<file path="src/logic/can_limit_defines.svh">
// register offsets, field positions, reset values and limits
`ifndef CAN_LIMIT_DEFINES_SVH
`define CAN_LIMIT_DEFINES_SVH

`define OFS_CONTROL     6'h00
`define OFS_STATUS      6'h04
`define OFS_ZERO        6'h08
`define OFS_ONE         6'h0c
`define OFS_GLOBAL      6'h20
`define OFS_IRQ_STATUS  6'h24
`define OFS_IRQ_MASK    6'h28

`define BIT_SOFT_INIT   0
`define BIT_LIMIT_SEL   1
`define BIT_ERR_IRQ_EN  2
`define BIT_EXCEEDED    6
`define BIT_BUS_OFF     7
`define BIT_GLOBAL_EN   0
`define BIT_MOD0_EN     1
`define BIT_MOD1_EN     2

`define RST_CONTROL     3'h1
`define RST_ZERO        8'h00
`define RST_ONE         8'h00
`define RST_GLOBAL      3'h0

`define LIMIT_LOW       9'h060
`define LIMIT_HIGH      9'h080

`endif

</file>
<file path="src/logic/can_limit_pkg.sv">
// types shared by the error-limit and bit-timing logic
`default_nettype none

package can_limit_pkg;

  typedef struct packed {
    logic error_irq_enable;
    logic error_limit_select;
    logic soft_init_hold;
  } control_type;

  typedef struct packed {
    logic [1:0] phase_segment_ctrl;
    logic [5:0] baud_prescaler_bits;
  } timing_zero_type;

  typedef struct packed {
    logic       sample_rate;
    logic [2:0] second_timing_segment;
    logic [3:0] first_timing_segment;
  } timing_one_type;

  typedef struct packed {
    logic module1_irq_enable;
    logic module0_irq_enable;
    logic global_irq_enable;
  } irq_control_type;

endpackage : can_limit_pkg

`default_nettype wire

</file>
<file path="src/logic/can_limit_channel.sv">
// one controller: error limit compare, control and timing registers
`default_nettype none
`include "can_limit_defines.svh"

module can_limit_channel (
  input  wire logic                            clk_in,
  input  wire logic                            rst_n_in,
  input  wire logic                            wr_control_in,
  input  wire logic                            wr_zero_in,
  input  wire logic                            wr_one_in,
  input  wire logic [7:0]                      wdata_in,
  input  wire logic [8:0]                      tx_count_in,
  input  wire logic [8:0]                      rx_count_in,
  input  wire logic                            bus_off_in,
  output var  can_limit_pkg::control_type      control_out,
  output var  logic                            exceeded_out,
  output var  can_limit_pkg::timing_zero_type  zero_out,
  output var  can_limit_pkg::timing_one_type   one_out,
  output var  logic                            event_out,
  output var  logic                            load_out,
  output var  can_limit_pkg::timing_zero_type  engine_zero_out,
  output var  can_limit_pkg::timing_one_type   engine_one_out
);

  logic [8:0]                 limit;
  logic                       next_exceeded;
  logic                       timing_open;
  logic                       clear_blocked;
  logic                       clearing;
  can_limit_pkg::control_type next_control;

  ////////////////////////////////////////////////////////////////////////////
  // error limit compare

  assign limit = control_out.error_limit_select ? `LIMIT_HIGH : `LIMIT_LOW;
  assign next_exceeded = (tx_count_in > limit) || (rx_count_in > limit);

  always_ff @(posedge clk_in or negedge rst_n_in) begin
    if (!rst_n_in) begin
      exceeded_out <= 1'b0;
    end else begin
      exceeded_out <= next_exceeded;
    end
  end

  // set always alerts, clear alerts only with the high limit
  always_ff @(posedge clk_in or negedge rst_n_in) begin
    if (!rst_n_in) begin
      event_out <= 1'b0;
    end else begin
      event_out <= (next_exceeded && !exceeded_out) ||
                   (!next_exceeded && exceeded_out && control_out.error_limit_select);
    end
  end

  ////////////////////////////////////////////////////////////////////////////
  // control register

  assign clear_blocked = (one_out.first_timing_segment == 4'h0) &&
                         (one_out.second_timing_segment == 3'h0);

  always_comb begin
    next_control = can_limit_pkg::control_type'(wdata_in[2:0]);
    if (control_out.soft_init_hold && clear_blocked) begin
      next_control.soft_init_hold = 1'b1;
    end
  end

  assign clearing = wr_control_in && control_out.soft_init_hold && !next_control.soft_init_hold;

  always_ff @(posedge clk_in or negedge rst_n_in) begin
    if (!rst_n_in) begin
      control_out <= can_limit_pkg::control_type'(`RST_CONTROL);
    end else if (wr_control_in) begin
      control_out <= next_control;
    end
  end

  ////////////////////////////////////////////////////////////////////////////
  // timing registers and engine copy

  assign timing_open = control_out.soft_init_hold && !bus_off_in;

  always_ff @(posedge clk_in or negedge rst_n_in) begin
    if (!rst_n_in) begin
      zero_out <= can_limit_pkg::timing_zero_type'(`RST_ZERO);
      one_out  <= can_limit_pkg::timing_one_type'(`RST_ONE);
    end else begin
      if (wr_zero_in && timing_open) begin
        zero_out <= can_limit_pkg::timing_zero_type'(wdata_in);
      end
      if (wr_one_in && timing_open) begin
        one_out <= can_limit_pkg::timing_one_type'(wdata_in);
      end
    end
  end

  always_ff @(posedge clk_in or negedge rst_n_in) begin
    if (!rst_n_in) begin
      load_out        <= 1'b0;
      engine_zero_out <= can_limit_pkg::timing_zero_type'(`RST_ZERO);
      engine_one_out  <= can_limit_pkg::timing_one_type'(`RST_ONE);
    end else begin
      load_out <= clearing;
      if (clearing) begin
        engine_zero_out <= zero_out;
        engine_one_out  <= one_out;
      end
    end
  end

  ////////////////////////////////////////////////////////////////////////////
  // checks

  property p_limit_value;
    @(posedge clk_in) disable iff (!rst_n_in)
      limit == (control_out.error_limit_select ? 9'h080 : 9'h060);
  endproperty
  a_limit_value: assert property (p_limit_value) else $error("wrong error limit");

  property p_flag_set;
    @(posedge clk_in) disable iff (!rst_n_in)
      (tx_count_in > limit || rx_count_in > limit) |=> exceeded_out;
  endproperty
  a_flag_set: assert property (p_flag_set) else $error("exceeded flag not set");

  property p_flag_clear;
    @(posedge clk_in) disable iff (!rst_n_in)
      (tx_count_in <= limit && rx_count_in <= limit) |=> !exceeded_out;
  endproperty
  a_flag_clear: assert property (p_flag_clear) else $error("exceeded flag not cleared");

  property p_clear_event;
    @(posedge clk_in) disable iff (!rst_n_in)
      (exceeded_out && !next_exceeded) |=> (event_out == $past(control_out.error_limit_select));
  endproperty
  a_clear_event: assert property (p_clear_event) else $error("clear alert wrong");

  property p_load_copy;
    @(posedge clk_in) disable iff (!rst_n_in)
      clearing |=> load_out && engine_one_out == $past(one_out) && engine_zero_out == $past(zero_out);
  endproperty
  a_load_copy: assert property (p_load_copy) else $error("timing not copied");

  property p_clear_block;
    @(posedge clk_in) disable iff (!rst_n_in)
      (wr_control_in && control_out.soft_init_hold && clear_blocked) |=> control_out.soft_init_hold;
  endproperty
  a_clear_block: assert property (p_clear_block) else $error("init cleared with zero segments");

  property p_timing_guard;
    @(posedge clk_in) disable iff (!rst_n_in)
      !timing_open |=> $stable(zero_out) && $stable(one_out);
  endproperty
  a_timing_guard: assert property (p_timing_guard) else $error("timing written while closed");

  c_load: cover property (@(posedge clk_in) disable iff (!rst_n_in) load_out);
  c_set_clear: cover property (@(posedge clk_in) disable iff (!rst_n_in)
    $fell(exceeded_out) && event_out);

endmodule : can_limit_channel

`default_nettype wire

</file>
<file path="src/logic/can_error_limit_bit_timing.sv">
// two-controller error limit interrupt and bit-timing registers, Avalon-MM slave
//
// The Avalon-MM slave port and the register addresses were decided locally.
`default_nettype none
`include "can_limit_defines.svh"

module can_error_limit_bit_timing (
  input  wire logic                                  CLK_IN,
  input  wire logic                                  NRST_IN,
  input  wire logic [5:0]                            AVS_ADDRESS_IN,
  input  wire logic                                  AVS_READ_IN,
  input  wire logic                                  AVS_WRITE_IN,
  input  wire logic [31:0]                           AVS_WRITEDATA_IN,
  input  wire logic [3:0]                            AVS_BYTEENABLE_IN,
  output var  logic [31:0]                           AVS_READDATA_OUT,
  output var  logic                                  AVS_WAITREQUEST_OUT,
  input  wire logic [1:0][8:0]                       TX_COUNT_IN,
  input  wire logic [1:0][8:0]                       RX_COUNT_IN,
  input  wire logic [1:0]                            BUS_OFF_IN,
  output var  logic [1:0]                            LOAD_OUT,
  output var  can_limit_pkg::timing_zero_type [1:0]  ENGINE_ZERO_OUT,
  output var  can_limit_pkg::timing_one_type [1:0]   ENGINE_ONE_OUT,
  output var  logic                                  IRQ_OUT
);

  logic                            rst_meta;
  logic                            rst_n;
  logic                            ack;
  logic [5:0]                      addr;
  logic [5:0]                      local_addr;
  logic                            wr_go;
  logic [7:0]                      wbyte;
  logic [31:0]                     next_readdata;
  can_limit_pkg::irq_control_type  irq_control;
  logic [1:0]                      irq_status;
  logic [1:0]                      irq_mask;
  logic [1:0]                      module_enable;
  logic [1:0]                      gated;

  can_limit_pkg::control_type      control [2];
  can_limit_pkg::timing_zero_type  zero [2];
  can_limit_pkg::timing_one_type   one [2];
  logic [1:0]                      exceeded;
  logic [1:0]                      event_pulse;

  ////////////////////////////////////////////////////////////////////////////
  // reset release

  always_ff @(posedge CLK_IN or negedge NRST_IN) begin
    if (!NRST_IN) begin
      rst_meta <= 1'b0;
      rst_n    <= 1'b0;
    end else begin
      rst_meta <= 1'b1;
      rst_n    <= rst_meta;
    end
  end

  ////////////////////////////////////////////////////////////////////////////
  // bus handshake: one wait cycle per access

  always_ff @(posedge CLK_IN or negedge rst_n) begin
    if (!rst_n) begin
      ack <= 1'b0;
    end else begin
      ack <= (AVS_READ_IN || AVS_WRITE_IN) && !ack;
    end
  end

  assign AVS_WAITREQUEST_OUT = (AVS_READ_IN || AVS_WRITE_IN) && !ack;

  assign addr       = {AVS_ADDRESS_IN[5:2], 2'b00};
  assign local_addr = {2'b00, addr[3:0]};
  assign wr_go      = AVS_WRITE_IN && ack && AVS_BYTEENABLE_IN[0];
  assign wbyte      = AVS_WRITEDATA_IN[7:0];

  ////////////////////////////////////////////////////////////////////////////
  // per-controller logic

  genvar ch;
  generate
    for (ch = 0; ch < 2; ch++) begin : g_chan
      logic hit;

      assign hit = (addr[5:4] == 2'(ch));

      can_limit_channel u_chan (
        .clk_in          (CLK_IN),
        .rst_n_in        (rst_n),
        .wr_control_in   (wr_go && hit && local_addr == `OFS_CONTROL),
        .wr_zero_in      (wr_go && hit && local_addr == `OFS_ZERO),
        .wr_one_in       (wr_go && hit && local_addr == `OFS_ONE),
        .wdata_in        (wbyte),
        .tx_count_in     (TX_COUNT_IN[ch]),
        .rx_count_in     (RX_COUNT_IN[ch]),
        .bus_off_in      (BUS_OFF_IN[ch]),
        .control_out     (control[ch]),
        .exceeded_out    (exceeded[ch]),
        .zero_out        (zero[ch]),
        .one_out         (one[ch]),
        .event_out       (event_pulse[ch]),
        .load_out        (LOAD_OUT[ch]),
        .engine_zero_out (ENGINE_ZERO_OUT[ch]),
        .engine_one_out  (ENGINE_ONE_OUT[ch])
      );
    end
  endgenerate

  ////////////////////////////////////////////////////////////////////////////
  // global enables

  always_ff @(posedge CLK_IN or negedge rst_n) begin
    if (!rst_n) begin
      irq_control <= can_limit_pkg::irq_control_type'(`RST_GLOBAL);
    end else if (wr_go && addr == `OFS_GLOBAL) begin
      irq_control <= can_limit_pkg::irq_control_type'(wbyte[2:0]);
    end
  end

  ////////////////////////////////////////////////////////////////////////////
  // sticky alert status, mask and interrupt line

  // an alert in the same cycle as its write-one-to-clear survives
  always_ff @(posedge CLK_IN or negedge rst_n) begin
    if (!rst_n) begin
      irq_status <= 2'h0;
    end else begin
      if (wr_go && addr == `OFS_IRQ_STATUS) begin
        irq_status <= (irq_status & ~wbyte[1:0]) | event_pulse;
      end else begin
        irq_status <= irq_status | event_pulse;
      end
    end
  end

  always_ff @(posedge CLK_IN or negedge rst_n) begin
    if (!rst_n) begin
      irq_mask <= 2'h0;
    end else if (wr_go && addr == `OFS_IRQ_MASK) begin
      irq_mask <= wbyte[1:0];
    end
  end

  assign module_enable = {irq_control.module1_irq_enable, irq_control.module0_irq_enable};

  assign gated = irq_status & irq_mask & module_enable &
                 {control[1].error_irq_enable, control[0].error_irq_enable};

  always_ff @(posedge CLK_IN or negedge rst_n) begin
    if (!rst_n) begin
      IRQ_OUT <= 1'b0;
    end else begin
      IRQ_OUT <= irq_control.global_irq_enable && (gated != 2'h0);
    end
  end

  ////////////////////////////////////////////////////////////////////////////
  // read path

  // all unlisted bits and addresses read zero
  always_comb begin
    next_readdata = 32'h0;
    if (addr[5] == 1'b0) begin
      unique case (local_addr)
        `OFS_CONTROL: next_readdata[2:0] = control[addr[4]];
        `OFS_STATUS: begin
          next_readdata[`BIT_EXCEEDED] = exceeded[addr[4]];
          next_readdata[`BIT_BUS_OFF]  = BUS_OFF_IN[addr[4]];
        end
        `OFS_ZERO: next_readdata[7:0] = zero[addr[4]];
        `OFS_ONE:  next_readdata[7:0] = one[addr[4]];
        default:   next_readdata = 32'h0;
      endcase
    end else begin
      unique case (addr)
        `OFS_GLOBAL:     next_readdata[2:0] = irq_control;
        `OFS_IRQ_STATUS: next_readdata[1:0] = irq_status;
        `OFS_IRQ_MASK:   next_readdata[1:0] = irq_mask;
        default:         next_readdata = 32'h0;
      endcase
    end
  end

  always_ff @(posedge CLK_IN or negedge rst_n) begin
    if (!rst_n) begin
      AVS_READDATA_OUT <= 32'h0;
    end else if (AVS_READ_IN && !ack) begin
      AVS_READDATA_OUT <= next_readdata;
    end
  end

  ////////////////////////////////////////////////////////////////////////////
  // checks

  property p_irq_gate;
    @(posedge CLK_IN) disable iff (!rst_n)
      IRQ_OUT |-> $past(irq_control.global_irq_enable) && ($past(gated) != 2'h0);
  endproperty
  a_irq_gate: assert property (p_irq_gate) else $error("interrupt without all enables");

  property p_irq_raise;
    @(posedge CLK_IN) disable iff (!rst_n)
      (irq_control.global_irq_enable && gated != 2'h0) |=> IRQ_OUT;
  endproperty
  a_irq_raise: assert property (p_irq_raise) else $error("enabled alert not raised");

  property p_alert_sticky;
    @(posedge CLK_IN) disable iff (!rst_n)
      event_pulse[0] |=> irq_status[0] [*2];
  endproperty
  a_alert_sticky: assert property (p_alert_sticky) else $error("alert lost");

  property p_answer;
    @(posedge CLK_IN) disable iff (!rst_n)
      AVS_WAITREQUEST_OUT |=> !AVS_WAITREQUEST_OUT;
  endproperty
  a_answer: assert property (p_answer) else $error("bus answer late");

  property p_unmapped_zero;
    @(posedge CLK_IN) disable iff (!rst_n)
      (AVS_READ_IN && !ack && addr[5:4] == 2'b11) |=> AVS_READDATA_OUT == 32'h0;
  endproperty
  a_unmapped_zero: assert property (p_unmapped_zero) else $error("unmapped read not zero");

  property p_upper_zero;
    @(posedge CLK_IN) disable iff (!rst_n)
      AVS_READDATA_OUT[31:8] == 24'h0;
  endproperty
  a_upper_zero: assert property (p_upper_zero) else $error("upper read bits not zero");

  property p_alert_sticky1;
    @(posedge CLK_IN) disable iff (!rst_n)
      event_pulse[1] |=> irq_status[1] [*2];
  endproperty
  a_alert_sticky1: assert property (p_alert_sticky1) else $error("alert one lost");

  property p_status_hold;
    @(posedge CLK_IN) disable iff (!rst_n)
      (!(wr_go && addr == `OFS_IRQ_STATUS) && event_pulse == 2'h0) |=> $stable(irq_status);
  endproperty
  a_status_hold: assert property (p_status_hold) else $error("alert changed by itself");

  property p_alert_clear;
    @(posedge CLK_IN) disable iff (!rst_n)
      (wr_go && addr == `OFS_IRQ_STATUS && wbyte[1:0] == 2'h3 && event_pulse == 2'h0) |=> irq_status == 2'h0;
  endproperty
  a_alert_clear: assert property (p_alert_clear) else $error("alert not cleared");

  property p_global_write;
    @(posedge CLK_IN) disable iff (!rst_n)
      (wr_go && addr == `OFS_GLOBAL) |=> {5'h00, irq_control} == ($past(wbyte) & 8'h07);
  endproperty
  a_global_write: assert property (p_global_write) else $error("global enables not written");

  property p_mask_write;
    @(posedge CLK_IN) disable iff (!rst_n)
      (wr_go && addr == `OFS_IRQ_MASK) |=> {6'h00, irq_mask} == ($past(wbyte) & 8'h03);
  endproperty
  a_mask_write: assert property (p_mask_write) else $error("mask not written");

  property p_irq_drop;
    @(posedge CLK_IN) disable iff (!rst_n)
      !irq_control.global_irq_enable |=> !IRQ_OUT;
  endproperty
  a_irq_drop: assert property (p_irq_drop) else $error("interrupt without global enable");

  property p_error_gate;
    @(posedge CLK_IN) disable iff (!rst_n)
      (!control[0].error_irq_enable && !control[1].error_irq_enable) |=> !IRQ_OUT;
  endproperty
  a_error_gate: assert property (p_error_gate) else $error("interrupt without error enable");

  property p_read_hold;
    @(posedge CLK_IN) disable iff (!rst_n)
      ack |=> $stable(AVS_READDATA_OUT);
  endproperty
  a_read_hold: assert property (p_read_hold) else $error("read data moved after answer");

  property p_ack_pulse;
    @(posedge CLK_IN) disable iff (!rst_n)
      ack |=> !ack;
  endproperty
  a_ack_pulse: assert property (p_ack_pulse) else $error("answer longer than one cycle");

  c_irq: cover property (@(posedge CLK_IN) disable iff (!rst_n) $rose(IRQ_OUT));
  c_both: cover property (@(posedge CLK_IN) disable iff (!rst_n) irq_status == 2'h3);

endmodule : can_error_limit_bit_timing

`default_nettype wire

</file>
<file path="config.mk">
export PLATFORM = sky130hd
export DESIGN_NAME = can_error_limit_bit_timing
export DESIGN_NICKNAME = d
export VERILOG_FILES = /design/src/logic/can_limit_pkg.sv /design/src/logic/can_limit_channel.sv /design/src/logic/can_error_limit_bit_timing.sv
export VERILOG_INCLUDE_DIRS = /design/src /design/src/logic
export SDC_FILE = /design/constraint.sdc
export NUM_CORES = 1
export LEC_CHECK = 0
export CORE_UTILIZATION = 30
export CTS_CLUSTER_SIZE = 25
export DETAILED_ROUTE_END_ITERATION = 8
export DONT_BUFFER_PORTS = 1
export GPL_TIMING_DRIVEN = 0
export PLACE_DENSITY_LB_ADDON = 0.12
export REMOVE_ABC_BUFFERS = 1
export SKIP_LAST_GASP = 1
export SYNTH_ARGS = -nofsm -noshare
export SYNTH_HDL_FRONTEND = slang
export SYNTH_SLANG_ARGS = --single-unit
</file>
<file path="constraint.sdc">
create_clock -name CLK_IN -period 7.15 [get_ports CLK_IN]
set_clock_uncertainty 0.15 [all_clocks]
set_input_delay 1.43 -clock CLK_IN [delete_from_list [all_inputs] [get_ports CLK_IN]]
set_output_delay 1.43 -clock CLK_IN [all_outputs]
set_load 0.05 [all_outputs]
</file>
== After elaboration in Yosys (flattened, before gate mapping) ==
Cells that the tools add are included.
Cells by class
  order comparisons: 6
  equality and inequality tests: 7
  muxes and demuxes: 24
  bitwise operators: 8
  reduce and logical (&&, ||, !) cells: 57
Operators with widths (count)
  8-bit 2-to-1 mux: 9
  9-bit greater-than comparator: 4
  1-bit logical AND: 36
  4-bit == test, second input constant: 3
  2-bit one-hot mux with 3 select lines: 2
  1-bit zero test: 9
  3-bit 2-to-1 mux: 3
  3-bit one-hot mux with 3 select lines: 1
  2-bit AND: 4
  4-bit zero test: 2
  1-bit 2-to-1 mux: 7
  3-bit zero test: 2
  6-bit zero test: 1
  3-bit one-hot mux with 2 select lines: 1
  1-bit logical OR: 5
  2-bit by 1-bit == test with 1-bit output, second input constant: 2
  2-bit == test, second input constant: 2
  2-bit bitwise OR: 2
  2-bit >= comparator, second input constant: 1
  2-bit zero test: 1
  1-bit by 2-bit less-than comparator with 1-bit output, second input constant: 1
  2-bit 2-to-1 mux: 1
  1-bit NOT with 2-bit output: 1
  2-bit NOT: 1
  2-bit nonzero test: 1
Word-level totals
  register bits after elaboration: 119
  input bits: 84
  logic and storage cells: 144

== Logic depth before layout (Yosys ltp) ==
Gate-level depths: netlist of run 1.
  depth in word-level cells: 7
  gate-level depth with buffers: 7
  mapped depth without buffers: 6

== Modules after synthesis ==
From an unflattened synthesis of run 1, not the netlist that was laid out.
Unflattened totals
  cells, all modules: 376
  area, all modules: 4787.1 sq um
Modules (own cells, without submodules)
  can_limit_channel: times used 2, cells an instance 112, area each 1637.8 sq um
  can_error_limit_bit_timing: times used 1, cells an instance 152, area each 1511.4 sq um

== Least setup slack after synthesis of run 1 ==
OpenSTA, ideal clock, no wires.
  kind: in2out
  from: input AVS_WRITE_IN
  to: output AVS_WAITREQUEST_OUT
  arrival: 2.127 ns
  data required time: 5.570 ns
  setup slack: 3.443 ns
  cell stages on the path: 2
  path through: nor2_1 -> nor2_1
Between the ends
  word-level cells in the longest chain between the ends: 2
Ends and longest elaborated chain
  from (decl): RTL line can_error_limit_bit_timing.sv:12  | input wire logic AVS_WRITE_IN,
  1-bit logical OR: RTL line can_error_limit_bit_timing.sv:70  | assign AVS_WAITREQUEST_OUT = (AVS_READ_IN || AVS_WRITE_IN) && !ack;
  1-bit logical AND: RTL line can_error_limit_bit_timing.sv:70
  to (decl): RTL line can_error_limit_bit_timing.sv:16  | output var logic AVS_WAITREQUEST_OUT,
Every way passes these cells.

== Final worst setup path of run 1 ==
Same ends and word-level chain as after synthesis.

==> impl_metrics.tcl, run 1 <==
set metrics [dict create \
    std_cell_rows 44 \
    transition_at_the_pin_with_the_smallest_max_transition_slack_ps 931.6 \
    cts-resized-gates 0 \
    met2RoutedLength_um 4874 \
    number_of_design_rule_violations_left_by_the_first_detailed_router_iteration 201 \
    hold_viol_final 0 \
    power.density_cell_area_nw_per_um2 243.6 \
    cts_buffers 9 \
    synth-edff-count 0 \
    crit_top_cell "nor2_1" \
    start_kind "primary input" \
    final_layout_size_suffix_gt1_frac 0.2897 \
    timing.critical_path.buf_inv 0 \
    synth-async-reset-ratio 1.000 \
    syn2layout_area_growth_pct 8.881 \
    route.vias.total 2697 \
    fin_crit_sh 0.5214 \
    detail_route.wirelength.met1_um 4750 \
    tritoncts_num_sinks 95 \
    syn-cell-area_um2 4551 \
    fill_cell_count 1457 \
    avgRoutedWirePerCell_um 19.34 \
    totalNegativeSetupSlack_ps 0 \
    maximum_fanout_count_along_the_critical_path 4 \
    htree_num_levels 3 \
    power.leakage_nw 2.369 \
    tritoncts_clock_tree "done" \
    clk_transition_reported_paths_ps 70 \
    violated_checks "design-rule violations" \
    final_net_count 450 \
    cts_root_buffer "clkbuf_16" \
    max-clock-path-buffers 2 \
    startpoint_to_endpoint_class_of_the_critical_path "primary input to primary output" \
    number_of_global_route_vias_before_repair 2808 \
    route.final.wire_length_um 10500 \
    period_needed_ps 3728 \
    yosysUniqueCellTypes 44 \
    initial_utilization 0.3107 \
    die_height_um 125.2 \
    postSynth.topFlopCell "dfrtp_1" \
    numPortBuffers 0 \
    run_status "finished with violations" \
    min_path_type "flip-flop to async pin" \
    synth_cells 358 \
    grt_pass1_wl_um 16930 \
    coreArea_um2 14640 \
    slew_headroom 0.3732 \
    pin_count 152 \
    detailroute.wirelength.met3_um 755 \
    post_synth.cell_area_avg_um2 12.71 \
    ctsHoldBuffers 0 \
    worst-endpoint-arrival_ps 2150 \
    dpl.hpwl_um 7659 \
    final_cell_count_no_fill 543 \
    post_cts_buffers 0 \
    groute.usage.overall 0.1425 \
    setup_violations 0 \
    synth_area_leaders "dfrtp_1, mux2_2, buf_4, ha_1, mux2i_1" \
    rsz0062_at_grt "no" \
    antenna_found_initial 0 \
    critical-path-max-stage-delay_ps 690 \
    cp-end-kind "primary output" \
    num_antenna_cells 0 \
    synth_seq_area_share 0.5230 \
    post-synth-top-area-cell "dfrtp_1" \
    cap_violations 0 \
    routabilityCongestion 0.7888 \
    worst_path_max_delay_cell "nor2_1" \
    cp_cell_instances "nor2_1, nor2_1" \
    drtAntennaViolNets 0 \
    ys.warnings.count 0 \
    grt_remaining_overflow 0 \
    dieArea_um2 15670 \
    cpLargestDelayFamily "simple AND/OR/NAND/NOR gates" \
    floorplan_die_width_um 125.2 \
    postSynthRegisterBits 95 \
    vdd_ir_drop_max_mv 0.1269 \
    critical_path_data_required_time_ps 5570 \
    highest-signal-layer "met4" \
    placed_cells_incl_taps 527 \
    post-route-drc-count 20 \
    routed_via_density 4.967 \
    post-synth-top-area-fraction 0.5114 \
    max_freq_mhz 268.2 \
    maxSlewViolCount 0 \
    largest_net_degree_at_the_start_of_global_routing 61 \
    first_pass_iters 8 \
    clock_insertion_delay_at_the_later_pin_of_the_skew_report_ps 340 \
]
==> final cells by class <==
cell class | instances | area [µm²] | share of cell area
clock buffer | 11 | 242.7 | 0.04899
clock inverter | 5 | 63.81 | 0.01288
inverter | 14 | 52.55 | 0.01061
multi-input combinational | 233 | 1954 | 0.3944
sequential | 95 | 2384 | 0.4811
tap | 184 | 230.2 | 0.04646
timing repair buffer | 1 | 27.53 | 0.005556
==> cell usage in the layout (no fill, tap or decap), types with 2 or more instances in the layout <==
cell       synthesis  routed
o2bb2ai_1          2       2
conb_1             2      25
inv_6              0       2
nand4_1            2       2
a221oi_1           4       4
nand2_1           20      20
or3_1              2       2
dfstp_2            2       2
and4b_1            2       2
nand3b_1           2       2
nor2b_1            3       3
and3_1             2       2
mux2i_1           10      10
o21ai_0            9       9
nor4_1             5       5
ha_1              12      12
a22oi_1            5       5
clkbuf_16          0       9
nand2b_1           2       2
a22o_1             2       2
a211oi_1           2       2
a21o_1             3       3
inv_1             14      14
nor3_1             5       5
nor2_1             5       5
dfrtp_1           93      92
nor3_2             3       3
nor4b_1            3       3
a21oi_1            9       9
mux4_2             4       4
mux2_2            77      77
or4_1              2       2
==> report_power, final <==
| part | switching, W | total, W | internal, W | leakage, nW |
|---|---|---|---|---|
| Combinational | 0.0000732 | 0.000116 | 0.0000433 | 0.937 |
| Sequential | 0.0000360 | 0.000596 | 0.000560 | 1.28 |
| Clock | 0.000209 | 0.000495 | 0.000285 | 0.152 |
==> synth_stat cells, drive strengths merged (3+ instances only) <==
master	n
nor3	8
ha	12
buf	31
nor2	5
a21o	3
nor2b	3
mux2	77
mux2i	10
nand2	20
clkbuf	8
inv	14
a22oi	5
a221oi	4
mux4	4
nor4b	3
dfrtp	93
nor4	5
a21oi	9
o21ai	9
==> final timing paths <==
check,start,endpoint,slack (ps),cells after the start
worst max-delay path,AVS_WRITE_IN,AVS_WAITREQUEST_OUT,3420,2
max in group asynchronous,rst_n,g_chan[0].u_chan.control_out[0],6010,1
worst max register to register,ack,g_chan[0].u_chan.engine_one_out[2],4680,4
worst min-delay path,rst_n,g_chan[1].u_chan.engine_zero_out[3],140,0
worst min register to register,rst_n,g_chan[1].u_chan.engine_zero_out[3],140,0
min in group CLK_IN,rst_meta,rst_n,200,0
==> logic make-up (layout without fill, tap and decap cells) <==
kind of cell | count (synthesis) | in the layout | share of synthesized area
multiplexers | 91 | 91 | 0.2323
AO/OA/AOI/OAI | 42 | 42 | 0.06269
other | 2 | 25 | 0.001650
adder cells (fa/ha/maj) | 12 | 12 | 0.03299
AND/OR/NAND/NOR | 63 | 63 | 0.08083
flip-flops | 95 | 95 | 0.5230
buffers and inverters | 53 | 31 | 0.06654
==> metrics by stage <==
stage          total power (W)  hold WS, ps  utilization  area (µm²)  setup WS (ps)
6_report              0.001207        139.0       0.3383        4955           3422
5_1_grt               0.001266        191.0       0.3383        4955           3396
4_1_cts               0.001228        167.6       0.3383        4955           3416
3_5_place_dp         0.0007241        162.2       0.3174        4648           3416
3_3_place_gp         0.0007179        187.5       0.3153        4617           2944
2_1_floorplan        0.0006960        181.2            -        4387           3443
==> state kept, by name, indices dropped and copies added, names as in the netlist, 3 cells and up <==
register                       cells
AVS_READDATA_OUT                   8
g_chan.u_chan.engine_zero_out     16
g_chan.u_chan.engine_one_out      16
g_chan.u_chan.one_out             16
g_chan.u_chan.zero_out            16
irq_control                        3
g_chan.u_chan.control_out          6
==> layer usage <==
| metal | global-route usage | vias to the layer above |
|---|---|---|
| li1 | - | 1244 |
| met1 | 0.1924 | 1346 |
| met2 | 0.2192 | 100 |
| met3 | 0.04236 | 7 |
| met4 | 0.04519 | 0 |
| met5 | 0 | - |
Power figures use the tool's default switching activity.
==> inputs of run 2 (changes only) <==
- clock period: 7.15 -> 3.2 ns (I/O delays scaled with it)
==> run 2 against run 1 <==
The run still ends with design-rule violations left. Critical path type is now flip-flop to flip-flop. Setup slack worse by 2700 ps. Cell count is 0.18% higher. First-iteration DRC count is 1.5% lower. Sequential power is 120% higher.
==> impl_metrics.tcl, run 2 (same netlist as run 1, synthesis figures left out) <==
set metrics [dict create \
    run_status "finished with violations" \
    violated_checks "design-rule violations" \
    routabilityCongestion 0.7888 \
    clock_insertion_delay_at_the_later_pin_of_the_skew_report_ps 340 \
    cp-end-kind "flip-flop" \
    coreArea_um2 14640 \
    cts-resized-gates 0 \
    die_height_um 125.2 \
    grt_remaining_overflow 0 \
    post_cts_buffers 0 \
    startpoint_to_endpoint_class_of_the_critical_path "flip-flop to flip-flop" \
    largest_net_degree_at_the_start_of_global_routing 61 \
    dieArea_um2 15670 \
    worst_path_max_delay_cell "nand3b_1" \
    cts_root_buffer "clkbuf_16" \
    fin_crit_sh 0.7701 \
    post-route-drc-count 20 \
    first_pass_iters 8 \
    route.final.wire_length_um 10540 \
    totalNegativeSetupSlack_ps 0 \
    placed_cells_incl_taps 527 \
    path_depth 4 \
    cts_buffers 9 \
    maximum_fanout_count_along_the_critical_path 17 \
    cpLargestDelayFamily "simple AND/OR/NAND/NOR gates" \
    startpoint "ack" \
    groute.usage.overall 0.1425 \
    dpl.hpwl_um 7659 \
    avgRoutedWirePerCell_um 19.38 \
    std_cell_rows 44 \
    max_freq_mhz 405.8 \
    maxSlewViolCount 0 \
    num_antenna_cells 0 \
    final_worst_setup_slack_ps 735.6 \
    power.leakage_nw 2.373 \
    transition_at_the_pin_with_the_smallest_max_transition_slack_ps 928.8 \
    initial_utilization 0.3107 \
    timing.critical_path.buf_inv 0 \
    final_layout_size_suffix_gt1_frac 0.2889 \
    number_of_design_rule_violations_left_by_the_first_detailed_router_iteration 198 \
    number_of_global_route_vias_before_repair 2808 \
    htree_num_levels 3 \
    endpoint "g_chan[0].u_chan.engine_one_out[2]" \
    timing.reg2reg.worst_path_depth 4 \
    hold_viol_final 0 \
    drtAntennaViolNets 0 \
    cap_violations 0 \
    max-clock-path-buffers 2 \
    tritoncts_num_sinks 95 \
    layout_commonest_cell "dfrtp_1" \
    vdd_ir_drop_max_mv 0.2830 \
    rrSetupSlack_ps 740 \
    layout.cells.most_common_list "dfrtp_1, mux2_2, conb_1" \
    grt_pass1_wl_um 16930 \
    critical_path_data_required_time_ps 3280 \
    setup_violations 0 \
    slew_headroom 0.3785 \
    critical-path-max-stage-delay_ps 730 \
    place_worst_setup_slack_ps 303.6 \
    design_power_total_w 0.002696 \
    timing.rr.end "g_chan[0].u_chan.engine_one_out[2]" \
    worst-endpoint-arrival_ps 2540 \
    tritoncts_clock_tree "done" \
    antenna_found_initial 0 \
    routed_via_density 4.969 \
    route.vias.total 2703 \
    numPortBuffers 0 \
    rsz0062_at_grt "no" \
    power.density_cell_area_nw_per_um2 543.1 \
    ctsHoldBuffers 1 \
    floorplan_die_width_um 125.2 \
    final_net_count 451 \
    clk_transition_reported_paths_ps 70 \
    syn2layout_area_growth_pct 9.101 \
    cp_cell_instances "nand4b_1, nor3_1, nand3b_1, mux2_2" \
    start_kind "flip-flop" \
    period_needed_ps 2464 \
    final_cell_count_no_fill 544 \
    min_path_type "flip-flop to async pin" \
    pin_count 152 \
    rr_startpoint "ack" \
]
==> run 2: metal layers <==
metal  vias to the layer above  GRT usage  wire, µm
li1                       1245          -         -
met1                      1361     0.1924      4779
met2                        91     0.2192      4873
met3                         6    0.04236       795
met4                         0    0.04519        94
met5                         -          0         0
==> run 2: how the worst min path moves through the flow <==
| stage | to | depth (start not counted) | slack, ps | start |
|---|---|---|---|---|
| floorplan | rst_n | 0 | 180 | rst_meta |
| global placement | rst_meta | 0 | 190 | NRST_IN |
| detailed placement | g_chan[1].u_chan.engine_zero_out[3] | 0 | 160 | rst_n |
| CTS | g_chan[1].u_chan.engine_zero_out[3] | 0 | 170 | rst_n |
| global route | g_chan[1].u_chan.engine_zero_out[3] | 0 | 190 | rst_n |
| finish | g_chan[1].u_chan.engine_zero_out[3] | 0 | 140 | rst_n |
==> run 2: report_power, final <==
group	switching, W	internal (W)	leakage [nW]
combinational	0.000164	0.0000975	0.942
sequential	0.0000806	0.00125	1.28
clock	0.000467	0.000637	0.152
total	0.000711	0.00199	2.37
==> run 2: worst register-to-register path, cell delays in order (launching register included) <==
cell and delay [ps]:
dfrtp_1 380, nand4b_1 150, nor3_1 390, nand3b_1 730, mux2_2 540
==> run 2: metrics by stage <==
| step | util | instance area (µm²) | hold WS (ps) |
|---|---|---|---|
| after floorplan | - | 4387 | 181.2 |
| after global placement | 0.3153 | 4617 | 187.5 |
| after detailed placement | 0.3174 | 4648 | 162.2 |
| after CTS | 0.3390 | 4965 | 167.6 |
| after global routing | 0.3390 | 4965 | 191.0 |
| final | 0.3390 | 4965 | 139.2 |
==> run 2: final cells by class <==
type,count,area [µm²]
inverters,14,52.55
clock inverters,5,63.81
multi-input cells,233,1954
fillers,1458,9679
well taps,184,230.2
repair buffers,2,37.54
flip-flops and latches,95,2384
clock buffers,11,242.7
==> inputs of run 3 (changes only) <==
- ABC_AREA: default -> 1
- clock period: 3.2 -> 2.47 ns (I/O delays scaled with it)
==> run 3 against run 2 <==
The run now ends clean. Setup slack got worse by 380 ps. Combinational power increased by 55%. Via count increased by 37%. Flip-flop and latch count unchanged. Sequential power increased by 31%. Critical endpoint is now AVS_WAITREQUEST_OUT. Utilization decreased by 0.58 points. Non-clock buffer count unchanged. Critical path type is now flip-flop to primary output. Critical path depth decreased by 3. Synthesized cell count increased by 67%. Die area increased by 6.9%.
==> impl_metrics.tcl, run 3 <==
set metrics [dict create \
    maximum_fanout_count_along_the_critical_path 3 \
    tritoncts_num_sinks 95 \
    startpoint_to_endpoint_class_of_the_critical_path "flip-flop to primary output" \
    route.vias.total 3706 \
    transition_at_the_pin_with_the_smallest_max_transition_slack_ps 931.1 \
    synth-edff-count 0 \
    synth.top_cells.by_count "nand2_1, dfrtp_1, nand3_1" \
    fin_crit_sh 0.8562 \
    maxSlewViolCount 0 \
    syn2layout_area_growth_pct 8.710 \
    layout.cells.most_common_list "nand2_1, dfrtp_1, nand3_1" \
    clk_transition_reported_paths_ps 70 \
    worst_path_max_delay_cell "nor2_1" \
    dieArea_um2 16750 \
    synth_area_leaders "dfrtp_1, nand2_1, nand3_1, o21ai_0, buf_4" \
    synth-async-reset-ratio 1.000 \
    initial_utilization 0.3066 \
    num_antenna_cells 0 \
    routed_via_density 4.553 \
    groute.usage.overall 0.1545 \
    grt_remaining_overflow 0 \
    avgRoutedWirePerCell_um 14.99 \
    cp_cell_instances "nor2_1" \
    min_path_type "flip-flop to async pin" \
    rsz0062_at_grt "no" \
    place_worst_setup_slack_ps 566.2 \
    coreArea_um2 15890 \
    fill_cell_count 1700 \
    synth_cells 598 \
    period_needed_ps 2115 \
    drtAntennaViolNets 0 \
    design_power_total_w 0.003652 \
    max_freq_mhz 472.8 \
    start_kind "flip-flop" \
    antenna_found_initial 0 \
    critical-path-max-stage-delay_ps 720 \
    number_of_design_rule_violations_left_by_the_first_detailed_router_iteration 221 \
    max-clock-path-buffers 2 \
    first_pass_iters 4 \
    timing.critical_path.buf_inv 0 \
    postSynthRegisterBits 95 \
    tritoncts_clock_tree "done" \
    die_height_um 129.4 \
    power.leakage_nw 2.747 \
    vdd_ir_drop_max_mv 0.2943 \
    post-synth-top-area-cell "dfrtp_1" \
    route.final.wire_length_um 12200 \
    layout_commonest_cell "nand2_1" \
    final_core_util 0.3333 \
    cp-end-kind "primary output" \
    cap_violations 0 \
    postSynth.topFlopCell "dfrtp_1" \
    run_status "finished clean" \
    synth_seq_area_share 0.4887 \
    final_worst_setup_slack_ps 355.1 \
    setup_violations 0 \
    power.density_cell_area_nw_per_um2 689.8 \
    post_synth.cell_area_avg_um2 8.143 \
    syn-cell-area_um2 4870 \
    ctsHoldBuffers 1 \
    cts_root_buffer "clkbuf_16" \
    synthMostInstantiatedCell "nand2_1" \
    htree_num_levels 3 \
    ys.warnings.count 0 \
    post-synth-top-area-fraction 0.4779 \
    clock_insertion_delay_at_the_later_pin_of_the_skew_report_ps 350 \
    hold_viol_final 0 \
    numPortBuffers 0 \
    post_cts_buffers 0 \
    dpl.hpwl_um 9196 \
    floorplan_die_width_um 129.4 \
    cpLargestDelayFamily "simple AND/OR/NAND/NOR gates" \
    cts_buffers 9 \
    routabilityCongestion 0.8805 \
    yosysUniqueCellTypes 29 \
    pin_count 152 \
    slew_headroom 0.3770 \
    number_of_global_route_vias_before_repair 3772 \
    grt_pass1_wl_um 19490 \
    final_layout_size_suffix_gt1_frac 0.06856 \
    critical_path_data_required_time_ps 1830 \
    final_net_count 689 \
    post-route-drc-count 0 \
    worst-endpoint-arrival_ps 1470 \
    std_cell_rows 46 \
    cts-resized-gates 0 \
    largest_net_degree_at_the_start_of_global_routing 50 \
]
[run 3: cell count changes after synthesis, sizes merged, moves of 9 or more]
cell / previous run / this run
nand2: 20 / 187
mux2: 77 / 0
nand3: 1 / 64
nor2: 5 / 64
o21ai: 9 / 58
inv: 14 / 53
mux2i: 10 / 0
buf: 31 / 40
[run 3: worst paths after layout]
path / startpoint / to / slack, ps / cells past startpoint
setup / recovery: ack / AVS_WAITREQUEST_OUT / 360 / 1
hold / removal: rst_n / g_chan[0].u_chan.control_out[1] / 200 / 0
setup reg to reg: g_chan[1].u_chan.one_out[5] / g_chan[1].u_chan.engine_zero_out[2] / 610 / 7
hold reg to reg: rst_n / g_chan[0].u_chan.control_out[1] / 200 / 0
max in group asynchronous: rst_n / g_chan[0].u_chan.control_out[0] / 1270 / 1
min in group CLK_IN: rst_meta / rst_n / 200 / 0
[run 3: final cells by class]
class | instances | area, µm² | area share
clock inverters | 5 | 81.33 | 0.01536
multi-input cells | 432 | 2079 | 0.3928
repair buffers | 2 | 37.54 | 0.007091
well taps | 216 | 270.3 | 0.05105
flip-flops and latches | 95 | 2384 | 0.4502
inverters | 53 | 198.9 | 0.03758
clock buffers | 11 | 242.7 | 0.04585
[run 3: per-layer routing]
layer  vias up  part of all wire  global-route usage
li1       1851                 -                   -
met1      1737              0.45              0.1930
met2       109              0.47              0.2565
met3         9             0.069             0.05326
met4         0             0.011             0.03529
met5         -                 0                   0
[run 3: through the flow]
stage	hold WS, ps	setup TNS (ps)	cell area, µm²	cells
after floorplan	48.41	-47200	4658	580
after global placement	48.46	-159130	4928	796
after detailed placement	48.45	0	4960	797
after CTS	202.9	0	5294	814
after global routing	205.9	0	5294	814
final	199.9	0	5294	814
[run 3: logic make-up after synthesis]
group	Yosys count	share of synthesized area
flip-flops	95	0.4887
adder cells (fa/ha/maj)	12	0.03083
AND/OR/NAND/NOR	324	0.3004
buffers and inverters	94	0.1020
AO/OA/AOI/OAI	71	0.07657
other	2	0.001542
[run 3: power by group]
part           internal, W  total [W]  leakage [nW]  switching, W
Sequential         0.00161    0.00174          1.28      0.000121
Combinational     0.000105   0.000404          1.31      0.000300
Clock             0.000915    0.00151         0.156      0.000597
Total              0.00263    0.00365          2.75       0.00102
